--- src/fls_defs.vh ---
// constants for the feeder-to-lathe status output block
`ifndef FLS_DEFS_VH
`define FLS_DEFS_VH
`define FLS_SPARE_OFF       2'h0
`define FLS_SPARE_ERROR     2'h1
`define FLS_SPARE_SHORT     2'h2
`define FLS_SPARE_RUN       2'h3
`define FLS_EOB_AFTER_CLAMP 2'h0
`define FLS_EOB_IMMEDIATE   2'h1
`define FLS_EOB_AT_REQUEST  2'h2
`define FLS_ACK_HOLD        1'h0
`define FLS_ACK_PULSE       1'h1
`define FLS_ACK_PULSE_NS    100000
`define FLS_CLK_NS          50
`define FLS_ACK_PULSE_CYC   ((`FLS_ACK_PULSE_NS + `FLS_CLK_NS - 1) / `FLS_CLK_NS)
`endif

--- src/fls_handshake.v ---
// request/acknowledge handshake for the action-complete output
`timescale 1ns/10ps
`include "fls_defs.vh"
module fls_handshake #(
	parameter PULSE_CYC = `FLS_ACK_PULSE_CYC
) (
	input  wire clk_sys,
	input  wire srst,
	input  wire action_request,
	input  wire action_finished,
	input  wire ack_mode,
	output reg  action_done,
	output reg  busy
);
	localparam ST_IDLE = 3'h1;
	localparam ST_WORK = 3'h2;
	localparam ST_ACK  = 3'h4;
	reg [2:0]  state;
	reg [15:0] count;
	always @(posedge clk_sys) begin
		if (srst) begin
			state <= ST_IDLE;
			action_done <= 1'b0;
			busy <= 1'b0;
			count <= 16'h0000;
		end else begin
			case (state)
				ST_IDLE: begin
					action_done <= 1'b0;
					if (action_request) begin
						state <= ST_WORK;
						busy <= 1'b1;
					end
				end
				ST_WORK: begin
					if (action_finished) begin
						state <= ST_ACK;
						busy <= 1'b0;
						action_done <= 1'b1;
						count <= 16'h0000;
					end
				end
				ST_ACK: begin
					if (ack_mode == `FLS_ACK_PULSE) begin
						if (count < PULSE_CYC[15:0] - 16'h0001)
							count <= count + 16'h0001;
						else
							action_done <= 1'b0;
					end
					if (!action_request) begin
						state <= ST_IDLE;
						action_done <= 1'b0;
					end
				end
				default: begin
					state <= ST_IDLE;
					action_done <= 1'b0;
					busy <= 1'b0;
				end
			endcase
		end
	end
endmodule

--- src/fls_status_outputs.v ---
// feeder-to-lathe status and handshake outputs
// Function
// - fault-free output is on while the feeder has no error and off to report an error.
// - outside the automatic cycle fault-free needs the safety chain closed and the pusher at rear.
// - the spare output follows a function picked by a configuration input.
// - end-of-bar is on when the bar is short and off while enough material remains.
// - by default end-of-bar rises after the feed/clamp step and falls at the next clamp open.
// - the end-of-bar timing method is picked by a configuration input.
// - spindle permit is on when rotation is allowed and off e.g. with the pusher in the spindle.
// - action-complete rises when the requested action is done and is off while idle.
// - the way action-complete is formed is picked by a configuration input.
// - the clamp-open input polarity can be inverted by a configuration input.
`timescale 1ns/10ps
`include "fls_defs.vh"
module fls_status_outputs #(
	parameter PULSE_CYC = `FLS_ACK_PULSE_CYC
) (
	input  wire       clk_sys,
	input  wire       srst,
	input  wire       auto_cycle,
	input  wire       fault,
	input  wire       safety_chain_relay,
	input  wire       pusher_at_rear,
	input  wire       pusher_in_spindle,
	input  wire       short_bar_detect,
	input  wire       feed_clamp_done,
	input  wire       clamp_open_in,
	input  wire       clamp_invert,
	input  wire       action_request,
	input  wire       action_finished,
	input  wire [1:0] spare_mode,
	input  wire [1:0] eob_mode,
	input  wire       ack_mode,
	output reg        fault_free_relay,
	output reg        spare_output_relay,
	output reg        short_bar_relay,
	output reg        spindle_permit_relay,
	output wire       action_done_relay,
	output reg        action_busy
);
	wire clamp_open;
	wire hs_busy;
	reg  clamp_open_d;
	reg  short_pending;
	reg  next_short_bar;
	reg  next_spare;
	reg  next_fault_free;
	wire clamp_open_edge;
	assign clamp_open = clamp_open_in ^ clamp_invert;
	assign clamp_open_edge = clamp_open & ~clamp_open_d;
	always @* begin
		if (auto_cycle)
			next_fault_free = ~fault;
		else
			next_fault_free = ~fault & safety_chain_relay & pusher_at_rear;
	end
	always @* begin
		case (spare_mode)
			`FLS_SPARE_ERROR: next_spare = ~next_fault_free;
			`FLS_SPARE_SHORT: next_spare = short_pending;
			`FLS_SPARE_RUN:   next_spare = auto_cycle;
			default:          next_spare = 1'b0;
		endcase
	end
	always @* begin
		next_short_bar = short_bar_relay;
		case (eob_mode)
			`FLS_EOB_IMMEDIATE: next_short_bar = short_bar_detect;
			`FLS_EOB_AT_REQUEST: begin
				if (short_pending && action_request)
					next_short_bar = 1'b1;
				else if (clamp_open_edge)
					next_short_bar = 1'b0;
			end
			default: begin
				if (short_pending && feed_clamp_done)
					next_short_bar = 1'b1;
				else if (clamp_open_edge)
					next_short_bar = 1'b0;
			end
		endcase
	end
	always @(posedge clk_sys) begin
		if (srst) begin
			clamp_open_d <= clamp_open; // no false edge after reset
			short_pending <= 1'b0;
			fault_free_relay <= 1'b0;
			spare_output_relay <= 1'b0;
			short_bar_relay <= 1'b0;
			spindle_permit_relay <= 1'b0;
			action_busy <= 1'b0;
		end else begin
			clamp_open_d <= clamp_open;
			if (short_bar_detect)
				short_pending <= 1'b1;
			else if (next_short_bar && !short_bar_relay)
				short_pending <= 1'b0;
			fault_free_relay <= next_fault_free;
			spare_output_relay <= next_spare;
			short_bar_relay <= next_short_bar;
			spindle_permit_relay <= ~pusher_in_spindle & ~fault;
			action_busy <= hs_busy;
		end
	end
	// lathe is trusted to hold the request until acknowledged
	fls_handshake #(
		.PULSE_CYC(PULSE_CYC)
	) u_hs (
		.clk_sys        (clk_sys),
		.srst           (srst),
		.action_request (action_request),
		.action_finished(action_finished),
		.ack_mode       (ack_mode),
		.action_done    (action_done_relay),
		.busy           (hs_busy)
	);
endmodule

--- config.mk ---
export PLATFORM = sky130hd
export DESIGN_NAME = fls_status_outputs
export DESIGN_NICKNAME = d
export VERILOG_FILES = /design/src/fls_handshake.v /design/src/fls_status_outputs.v
export VERILOG_INCLUDE_DIRS = /design/src
export SDC_FILE = /design/constraint.sdc
export NUM_CORES = 1
export LEC_CHECK = 0
export BUFFER_PORTS_ARGS = -buffer_cell sky130_fd_sc_hd__buf_4
export CORE_MARGIN = 3
export CORE_UTILIZATION = 55
export DETAILED_ROUTE_END_ITERATION = 10
export PLACE_DENSITY = 0.78
export RECOVER_POWER = 25
export REMOVE_ABC_BUFFERS = 1
export SLEW_MARGIN = 25
export SYNTH_ARGS = -nofsm -noshare
export SYNTH_HDL_FRONTEND = slang
export SYNTH_SLANG_ARGS = --single-unit
--- constraint.sdc ---
create_clock -name clk_sys -period 2.3 [get_ports clk_sys]
set_input_delay 0.345 -clock clk_sys [delete_from_list [all_inputs] [get_ports clk_sys]]
set_output_delay 0.345 -clock clk_sys [all_outputs]
set_load 0.01 [all_outputs]
# ---- Yosys cells after proc, flatten, opt, wreduce, memory -nomap -nowiden
# Index checks and enable logic that the tools add are counted.
dict set report classes {
  n_addsub 1
  magnitude_cmp 1
  eq_ne 15
  mux 24
  bitwise 10
  n_reduce_logical 10
}
# op count
set op_table {}
lappend op_table {{16-bit two-way mux} 3}
lappend op_table {{16-bit case mux with 2 select lines} 1}
lappend op_table {{16-bit by 1-bit adder with 16-bit output, second input constant} 1}
lappend op_table {{16-bit by 11-bit < comparator with 1-bit output, second input constant} 1}
lappend op_table {{1-bit two-way mux} 12}
lappend op_table {{3-bit two-way mux} 3}
lappend op_table {{3-bit case mux with 3 select lines} 1}
lappend op_table {{3-bit AND reduction} 3}
lappend op_table {{2-bit inequality test, second input constant} 4}
lappend op_table {{2-bit equality test, second input constant} 3}
lappend op_table {{3-bit inequality test, second input constant} 2}
lappend op_table {{1-bit case mux with 3 select lines} 2}
lappend op_table {{1-bit NOT} 5}
lappend op_table {{1-bit AND} 4}
lappend op_table {{2-bit by 1-bit equality test with 1-bit output, second input constant} 2}
lappend op_table {{1-bit case mux with 2 select lines} 2}
lappend op_table {{4-bit AND reduction} 1}
lappend op_table {{2-bit nonzero test} 2}
lappend op_table {{3-bit by 1-bit equality test with 1-bit output, second input constant} 1}
lappend op_table {{3-bit by 2-bit equality test with 1-bit output, second input constant} 1}
lappend op_table {{3-bit equality test, second input constant} 1}
lappend op_table {{1-bit logical AND} 3}
lappend op_table {{2-bit by 1-bit inequality test with 1-bit output, second input constant} 1}
lappend op_table {{1-bit zero test} 1}
lappend op_table {{1-bit XOR} 1}
dict set report word_totals {
  reg_bits 28
  out_inout_bits 6
  elab_cells 72
}

# ---- Logic depth before layout (Yosys ltp)
# Gate-level depths: netlist of the first run.
dict set report depth {
  word_depth 8
  mapped_depth 7
  depth_no_buf 6
}

# ---- Cells and area by module
# Synthesis of the first run repeated with hierarchy kept, for this count alone.
dict set report unflattened {
  cells_unflattened 158
  hier_area_um2 1348.8
}
# mod n_inst cells_per_inst area_each_um2 seq_area_each_um2
set by_module_without_submodules {}
lappend by_module_without_submodules {fls_handshake 1 130 1056.0 420.4}
lappend by_module_without_submodules {fls_status_outputs 1 28 292.8 140.1}

# ---- Least setup slack after synthesis of the first run
# Ideal clock, no wire load.
dict set report synth_path {
  path_kind {register to register}
  from {register u_hs.count[0]}
  to {register u_hs.count[11]}
  arrival_time_ns 1.558
  required_ns 2.185
  setup_slack_ns 0.627
  stages_incl_launch_ff 8
  path_buffers 1
  cell_sequence {dfxtp_1 ha_1 nand3_1 a211o_1 a31oi_1 buf_6 nor2_1 o21a_1}
}
dict set report synth_between {
  elab_chain_cells 4
  elab_cells_between_ends 7
}
# element line_no
set synth_lines {}
lappend synth_lines {{start: declaration} fls_handshake.v:19} ;# reg [15:0] count;
lappend synth_lines {{start signal: assignment} fls_handshake.v:46} ;# count <= count + 16'h0001;
lappend synth_lines {{16-bit by 1-bit adder with 16-bit output} fls_handshake.v:46}
lappend synth_lines {{16-bit two-way mux} fls_handshake.v:45} ;# if (count < PULSE_CYC[15:0] - 16'h0001)
lappend synth_lines {{16-bit two-way mux} fls_handshake.v:44} ;# if (ack_mode == `FLS_ACK_PULSE) begin
lappend synth_lines {{16-bit case mux with 2 select lines} fls_handshake.v:27} ;# case (state)
# Several ways; a longest one is shown, not always the timed one. The select of a mux whose other input is x is not followed.
# A chain may end at the register's enable or synchronous reset.

# ---- Worst setup path in the final report of the first run
dict set report layout_path {
  from {register u_hs.count[0]}
  to {register u_hs.count[10]}
}
# Same word-level chain as after synthesis.

==> results.json, run 1 <==
{
  "crit_arrival_ps": 2080,
  "p_leak_nw": 0.626,
  "wire_per_inst_um": 13.7,
  "setup_violations": 0,
  "antenna_found_initial": 0,
  "drive_above_1_share_pct": 17.8,
  "outcome": "finished clean",
  "h-tree-depth": 1,
  "slew_headroom_pct": 26.7,
  "post-route-period-util_pct": 79.9,
  "path_max_fanout": 11,
  "end_kind": "register",
  "grt_first_pass_wirelength_mm": 5.33,
  "grt_max_degree": 26,
  "die_width_um": 56.9,
  "rsz0062_at_grt": "no",
  "hold_class": "input port to register",
  "holdBufCountCts": 0,
  "cts_resized": 0,
  "drtAntennaViolNets": 0,
  "core-area_sq_um": 2340,
  "tightest_slew_ps": 1100,
  "nets": 217,
  "synthCells": 177,
  "maxCapViolCount": 0,
  "cts_buffer_depth": 2,
  "grt_pass1_vias": 1276,
  "vias_per_cell": 5.91,
  "crit_chain": "ha_1 > nand3_1 > a211o_1 > a31oi_1 > buf_4 > nor2_2 > a22o_1",
  "final_cell_mix": "28 x dfxtp_1, 25 x buf_4, 17 x nand2_1",
  "numCtsBuffers": 3,
  "clk_latency_ps": 330,
  "cp.required_ps": 2540,
  "drt-initial-drc-count": 63,
  "period_needed_ps": 1840,
  "synth_area_sq_um": 1420,
  "initial_core_util_pct": 60.9,
  "seq_area_frac_synth_pct": 39.4,
  "cp_slowest_cell": "dfxtp_1",
  "finClkSkew_ps": 6.34,
  "drcViolationCount": 0,
  "drt-total-wl_mm": 3.08,
  "cts.clk_slew.worst_paths_ps": 150,
  "ys_warn_count": 0,
  "critPathMaxStageDelay_ps": 450,
  "fillers": 203,
  "hpwl_mm": 2.20,
  "first_pass_iters": 4,
  "area_delta_synth_final_pct": 13.4,
  "antenna_cells": 0,
  "dieArea_sq_um": 3240,
  "worstSetupStartpointType": "register",
  "finalSetupTns_ps": 0,
  "slew_violations": 0,
  "globalplace.congestion": 0.885,
  "num_vias": 1329,
  "ioPinCount": 24,
  "final_core_util_pct": 69.0,
  "cts_root_buf": "clkbuf_4",
  "clkSinkCount": 28,
  "grt.total_usage_pct": 20.0,
  "powerDensity_nw_per_um2": 570,
  "layout_commonest_cell": "dfxtp_1",
  "worstSetupPathType": "register to register",
  "power_mw": 0.921,
  "port_buffers": 23,
  "cts_tree": "built",
  "syn_avg_cell_area_sq_um": 8.04,
  "overflow": 0,
  "rows": 17,
  "ys_ff_latch": 28,
  "timing_hold_violations_final": 0,
  "fmax_mhz": 544,
  "cts_setup_buffers": 0,
  "irDropWorstVdd_mv": 0.369,
  "die_h_um": 56.9,
  "ys_types": 38
}
cells in the mapped netlist (all sizes together):
library cell  number  area, sq um
dfxtp             28          561
o21ai             19         95.1
nand2             17         63.8
nor2              17         73.8
a21oi             15         75.1
nand3             11         55.1
nor3              10         50.1
nor3b              9         72.6
buf                8         80.1
nand4              6         37.5
inv                5         18.8
nor2b              5         31.3
a31oi              3         18.8
clkbuf             3         15.0
mux2i              2         20.0
nand2b             2         12.5
nor4               2         12.5
o21a               2         15.0
a211o              1         8.76
a21boi             1         7.51
a22o               1         8.76
a31o               1         8.76
ha                 1         12.5
nand3b             1         7.51
o21bai             1         7.51
o221a              1         11.3
o2bb2ai            1         8.76
o311ai             1         8.76
or3                1         6.26
or4                1         11.3
xor2               1         8.76
state kept, by name (all words and copies together) (netlist names):
register,flops
short_bar_relay,1
u_hs.state,3
spare_output_relay,1
action_busy,1
u_hs.count,16
u_hs.busy,1
spindle_permit_relay,1
clamp_open_d,1
short_pending,1
u_hs.action_done,1
fault_free_relay,1
worst max-delay path: cells and delay by family, from the launching register on:
| family | cells | cell delay, ps |
|---|---|---|
| compound gates | 3 | 650 |
| flops | 1 | 450 |
| fa+ha+maj | 1 | 230 |
| simple gates | 2 | 220 |
| buf+inv | 1 | 200 |
path summary, 6_finish.rpt:
path / slack (ps) / depth (start not counted) / startpoint / to
max: 460 / 7 / u_hs.count[0] / u_hs.count[10]
min: 160 / 2 / pusher_in_spindle / spindle_permit_relay
max reg2reg: 460 / 7 / u_hs.count[0] / u_hs.count[10]
min reg2reg: 480 / 1 / u_hs.count[15] / u_hs.count[15]
layer usage:
layer / share of wire [%] / vias up / GRT usage, %
met5: 0 / - / 0
met4: 1.1 / 0 / 6.29
met3: 6.3 / 4 / 2.99
met2: 50 / 50 / 35.4
met1: 42 / 608 / 24.6
li1: - / 667 / -
area by class of cell:
cell class              count  area, sq um  share of cell area (%)
clock buffers               3         22.5                    1.39
clock inverters             1         30.0                    1.86
inverters                   5         18.8                    1.16
multi-input cells         133          749                    46.4
flip-flops and latches     28          561                    34.7
well taps                  28         35.0                    2.17
repair buffers             27          199                    12.3
power breakdown:
group	internal (mW)	total, mW	switching [mW]	leakage [nW]
clock	0.176	0.322	0.146	0.0279
sequential	0.498	0.510	0.0117	0.228
combinational	0.0456	0.0888	0.0432	0.370
total	0.720	0.921	0.201	0.626
metrics by stage:
stage	instances	setup slack (ps)	cell area, sq um	hold WS [ps]
2_1_floorplan	166	374	1330	414
3_3_place_gp	221	583	1570	462
3_5_place_dp	221	503	1570	468
4_1_cts	225	477	1620	153
5_1_grt	225	294	1620	141
6_report	225	462	1620	155
cells by family (layout without fill, tap and decap cells):
group | after synthesis | in the layout | share of synthesized area, %
mux | 2 | 2 | 1.41
xor+xnor | 1 | 1 | 0.615
buf+inv | 16 | 36 | 8.00
flops | 28 | 28 | 39.4
fa+ha+maj | 1 | 1 | 0.879
compound gates | 47 | 47 | 19.2
simple gates | 82 | 82 | 30.5
Power figures use the tool's default switching activity.
==> run 2, diff against run 1 <==
- ABC_AREA: not set -> 1
- CORE_UTILIZATION: 55 -> 56
- PLACE_DENSITY: 0.78 -> 0.79
- clock period: 2.3 -> 1.9 ns (I/O delays scaled with it)
==> run 2 against run 1 <==
  * Die area increased by 7.6%
  * Utilization decreased by 0.57 points
  * Critical path type unchanged
  * Design area increased by 8.8%
  * Highest routed layer unchanged
  * Sequential cell count unchanged
  * Sequential power increased by 39%
  * First-iteration DRC count decreased by 3.2%
  * Count of clock-buffer cells in the layout increased by 1
  * Clock power decreased by 9.9%
  * Sequential share of layout area decreased by 2.8 points
  * Area after synthesis increased by 10%
  * Largest power group unchanged
==> results.json, run 2 <==
{
  "core-area_sq_um": 2570,
  "holdBufCountCts": 0,
  "seq_power_share_pct": 48.7,
  "dp.cells": 269,
  "period_needed_ps": 1590,
  "hold_class": "input port to register",
  "post-route-period-util_pct": 83.8,
  "end_kind": "register",
  "worstSetupPathType": "register to register",
  "wire_per_inst_um": 10.9,
  "synth-edff-count": 0,
  "crit_arrival_ps": 1870,
  "die_h_um": 59.0,
  "regMostFlops": "u_hs.count",
  "timing_hold_violations_final": 0,
  "clkSinkCount": 28,
  "multiInputGateArea_sq_um": 793,
  "layout_commonest_cell": "nand2_1",
  "ys_ff_latch": 28,
  "fmax_mhz": 628,
  "grt_first_pass_wirelength_mm": 4.97,
  "initial_core_util_pct": 61.3,
  "synth_top_area_share_pct": 35.6,
  "setup_violations": 0,
  "cp.required_ps": 2180,
  "powerDensity_nw_per_um2": 828,
  "cts_setup_buffers": 0,
  "yosysMostFrequentCell": "nand2_1",
  "num_vias": 1366,
  "synthTopCellsByCount": "52 x nand2_1, 35 x inv_1, 28 x dfxtp_1",
  "ys_types": 31,
  "drtAntennaViolNets": 0,
  "cts_root_buf": "clkbuf_4",
  "antenna_cells": 0,
  "p_sw_share_pct": 35.9,
  "p_leak_nw": 0.791,
  "slew_headroom_pct": 34.9,
  "outcome": "finished clean",
  "grt.total_usage_pct": 18.4,
  "async_reset_ff_share_pct": 0,
  "largest_register_ffs": 16,
  "fillers": 248,
  "irDropWorstVdd_mv": 0.532,
  "yosysTopAreaCell": "dfxtp_1",
  "syn_avg_cell_area_sq_um": 7.12,
  "grt_pass1_vias": 1227,
  "final_area_sq_um": 1760,
  "vias_per_cell": 5.00,
  "rows": 18,
  "drt-total-wl_mm": 2.99,
  "placed_area_sq_um": 1730,
  "synth_area_leaders": "dfxtp_1 36%, nand2_1 12%, inv_1 8.4%, nand3_2 7.0%, nor2_1 6.2%",
  "globalplace.congestion": 0.807,
  "slew_violations": 0,
  "drive_above_1_share_pct": 25.1,
  "final_cell_mix": "52 x nand2_1, 35 x inv_1, 28 x dfxtp_1",
  "hpwl_mm": 2.22,
  "combPwrFrac_pct": 31.4,
  "worstSetupStartpointType": "register",
  "internal_power_mw": 0.933,
  "maxCapViolCount": 0,
  "final_core_util_pct": 68.5,
  "dieArea_sq_um": 3480,
  "largestRegisters": "u_hs.count (16), u_hs.state (3)",
  "synth_flop_cell": "dfxtp_1",
  "die_width_um": 59.0,
  "first_pass_iters": 5,
  "cts.clk_slew.worst_paths_ps": 150,
  "seq_area_sq_um": 561,
  "ioPinCount": 24,
  "cts_resized": 0,
  "cts_tree": "built",
  "antenna_found_initial": 0,
  "tightest_slew_ps": 977,
  "drcViolationCount": 0,
  "overflow": 0,
  "switching_power_mw": 0.523,
  "finClkSkew_ps": 8.84,
  "rsz0062_at_grt": "no",
  "finalSetupTns_ps": 0,
  "seq_area_frac_synth_pct": 35.6,
  "synthCells": 221,
  "fin_cells": 273,
  "area_delta_synth_final_pct": 11.8,
  "synth_area_sq_um": 1570,
  "drt-initial-drc-count": 61,
  "clock_power_share_pct": 19.9,
  "grt_max_degree": 18,
  "clk_latency_ps": 330,
  "path_max_fanout": 14,
  "numCtsBuffers": 3,
  "ys_warn_count": 0,
  "h-tree-depth": 1,
  "port_buffers": 23,
  "nets": 263,
  "cts_buffer_depth": 2
}
==> run 2: layer usage <==
layer | up-vias | share of wire (%) | track usage (%)
met1 | 591 | 47 | 23.6
met4 | 0 | 2.3 | 10.0
met3 | 7 | 6.4 | 1.96
met2 | 42 | 44 | 30.3
met5 | - | 0 | 0
li1 | 726 | - | -
==> run 2: final cells by class <==
| class | count | share of cell area, % |
|---|---|---|
| inverter | 43 | 9.39 |
| multi-input combinational | 145 | 45.1 |
| clock buffer | 4 | 2.06 |
| tap | 30 | 2.14 |
| timing repair buffer | 23 | 9.39 |
| sequential | 28 | 31.9 |
==> run 2: metrics by stage <==
| step | hold slack (ps) | worst slack [ps] | power [mW] |
|---|---|---|---|
| 2_1_floorplan | 347 | 492 | 1.06 |
| 3_3_place_gp | 407 | 406 | 1.17 |
| 3_5_place_dp | 409 | 327 | 1.18 |
| 4_1_cts | 74.9 | 312 | 1.48 |
| 5_1_grt | 85.1 | 174 | 1.56 |
| 6_report | 82.4 | 309 | 1.46 |
==> run 2: kinds of logic (layout without fill, tap and decap cells) <==
group / Yosys count / in the layout / share of synthesized area (%)
AO/OA/AOI/OAI: 19 / 19 / 7.64
XOR/XNOR: 1 / 1 / 0.557
adder cells (fa/ha/maj): 1 / 1 / 0.795
buffers and inverters: 48 / 70 / 13.9
flip-flops: 28 / 28 / 35.6
AND/OR/NAND/NOR: 124 / 124 / 41.4
==> run 2: path summary, 6_finish.rpt <==
| kind | from | end | slack, ps | cells after the start |
|---|---|---|---|---|
| worst max-delay path | u_hs.count[0] | u_hs.count[1] | 310 | 10 |
| worst min-delay path | pusher_in_spindle | spindle_permit_relay | 80 | 2 |
| worst max register to register | u_hs.count[0] | u_hs.count[1] | 310 | 10 |
| worst min register to register | u_hs.busy | action_busy | 420 | 2 |
==> run 2: critical path, stage by stage, from the launching register on <==
cell and delay [ps]:
dfxtp_1 360, ha_1 230, nand3_1 120, nand2_1 70, nand2_1 120, nand3_4 90, nand2_4 190, nand2_4 110
inv_4 120, nor2_1 50, nor2_1 80
==> run 2: power groups by stage <==
stage	registers [mW]	clock network, mW	logic [mW]
3_3_place_gp	0.720	0	0.446
3_5_place_dp	0.723	0	0.459
6_report	0.709	0.290	0.457
5_1_grt	0.719	0.319	0.519
4_1_cts	0.710	0.307	0.459
2_1_floorplan	0.717	0	0.338
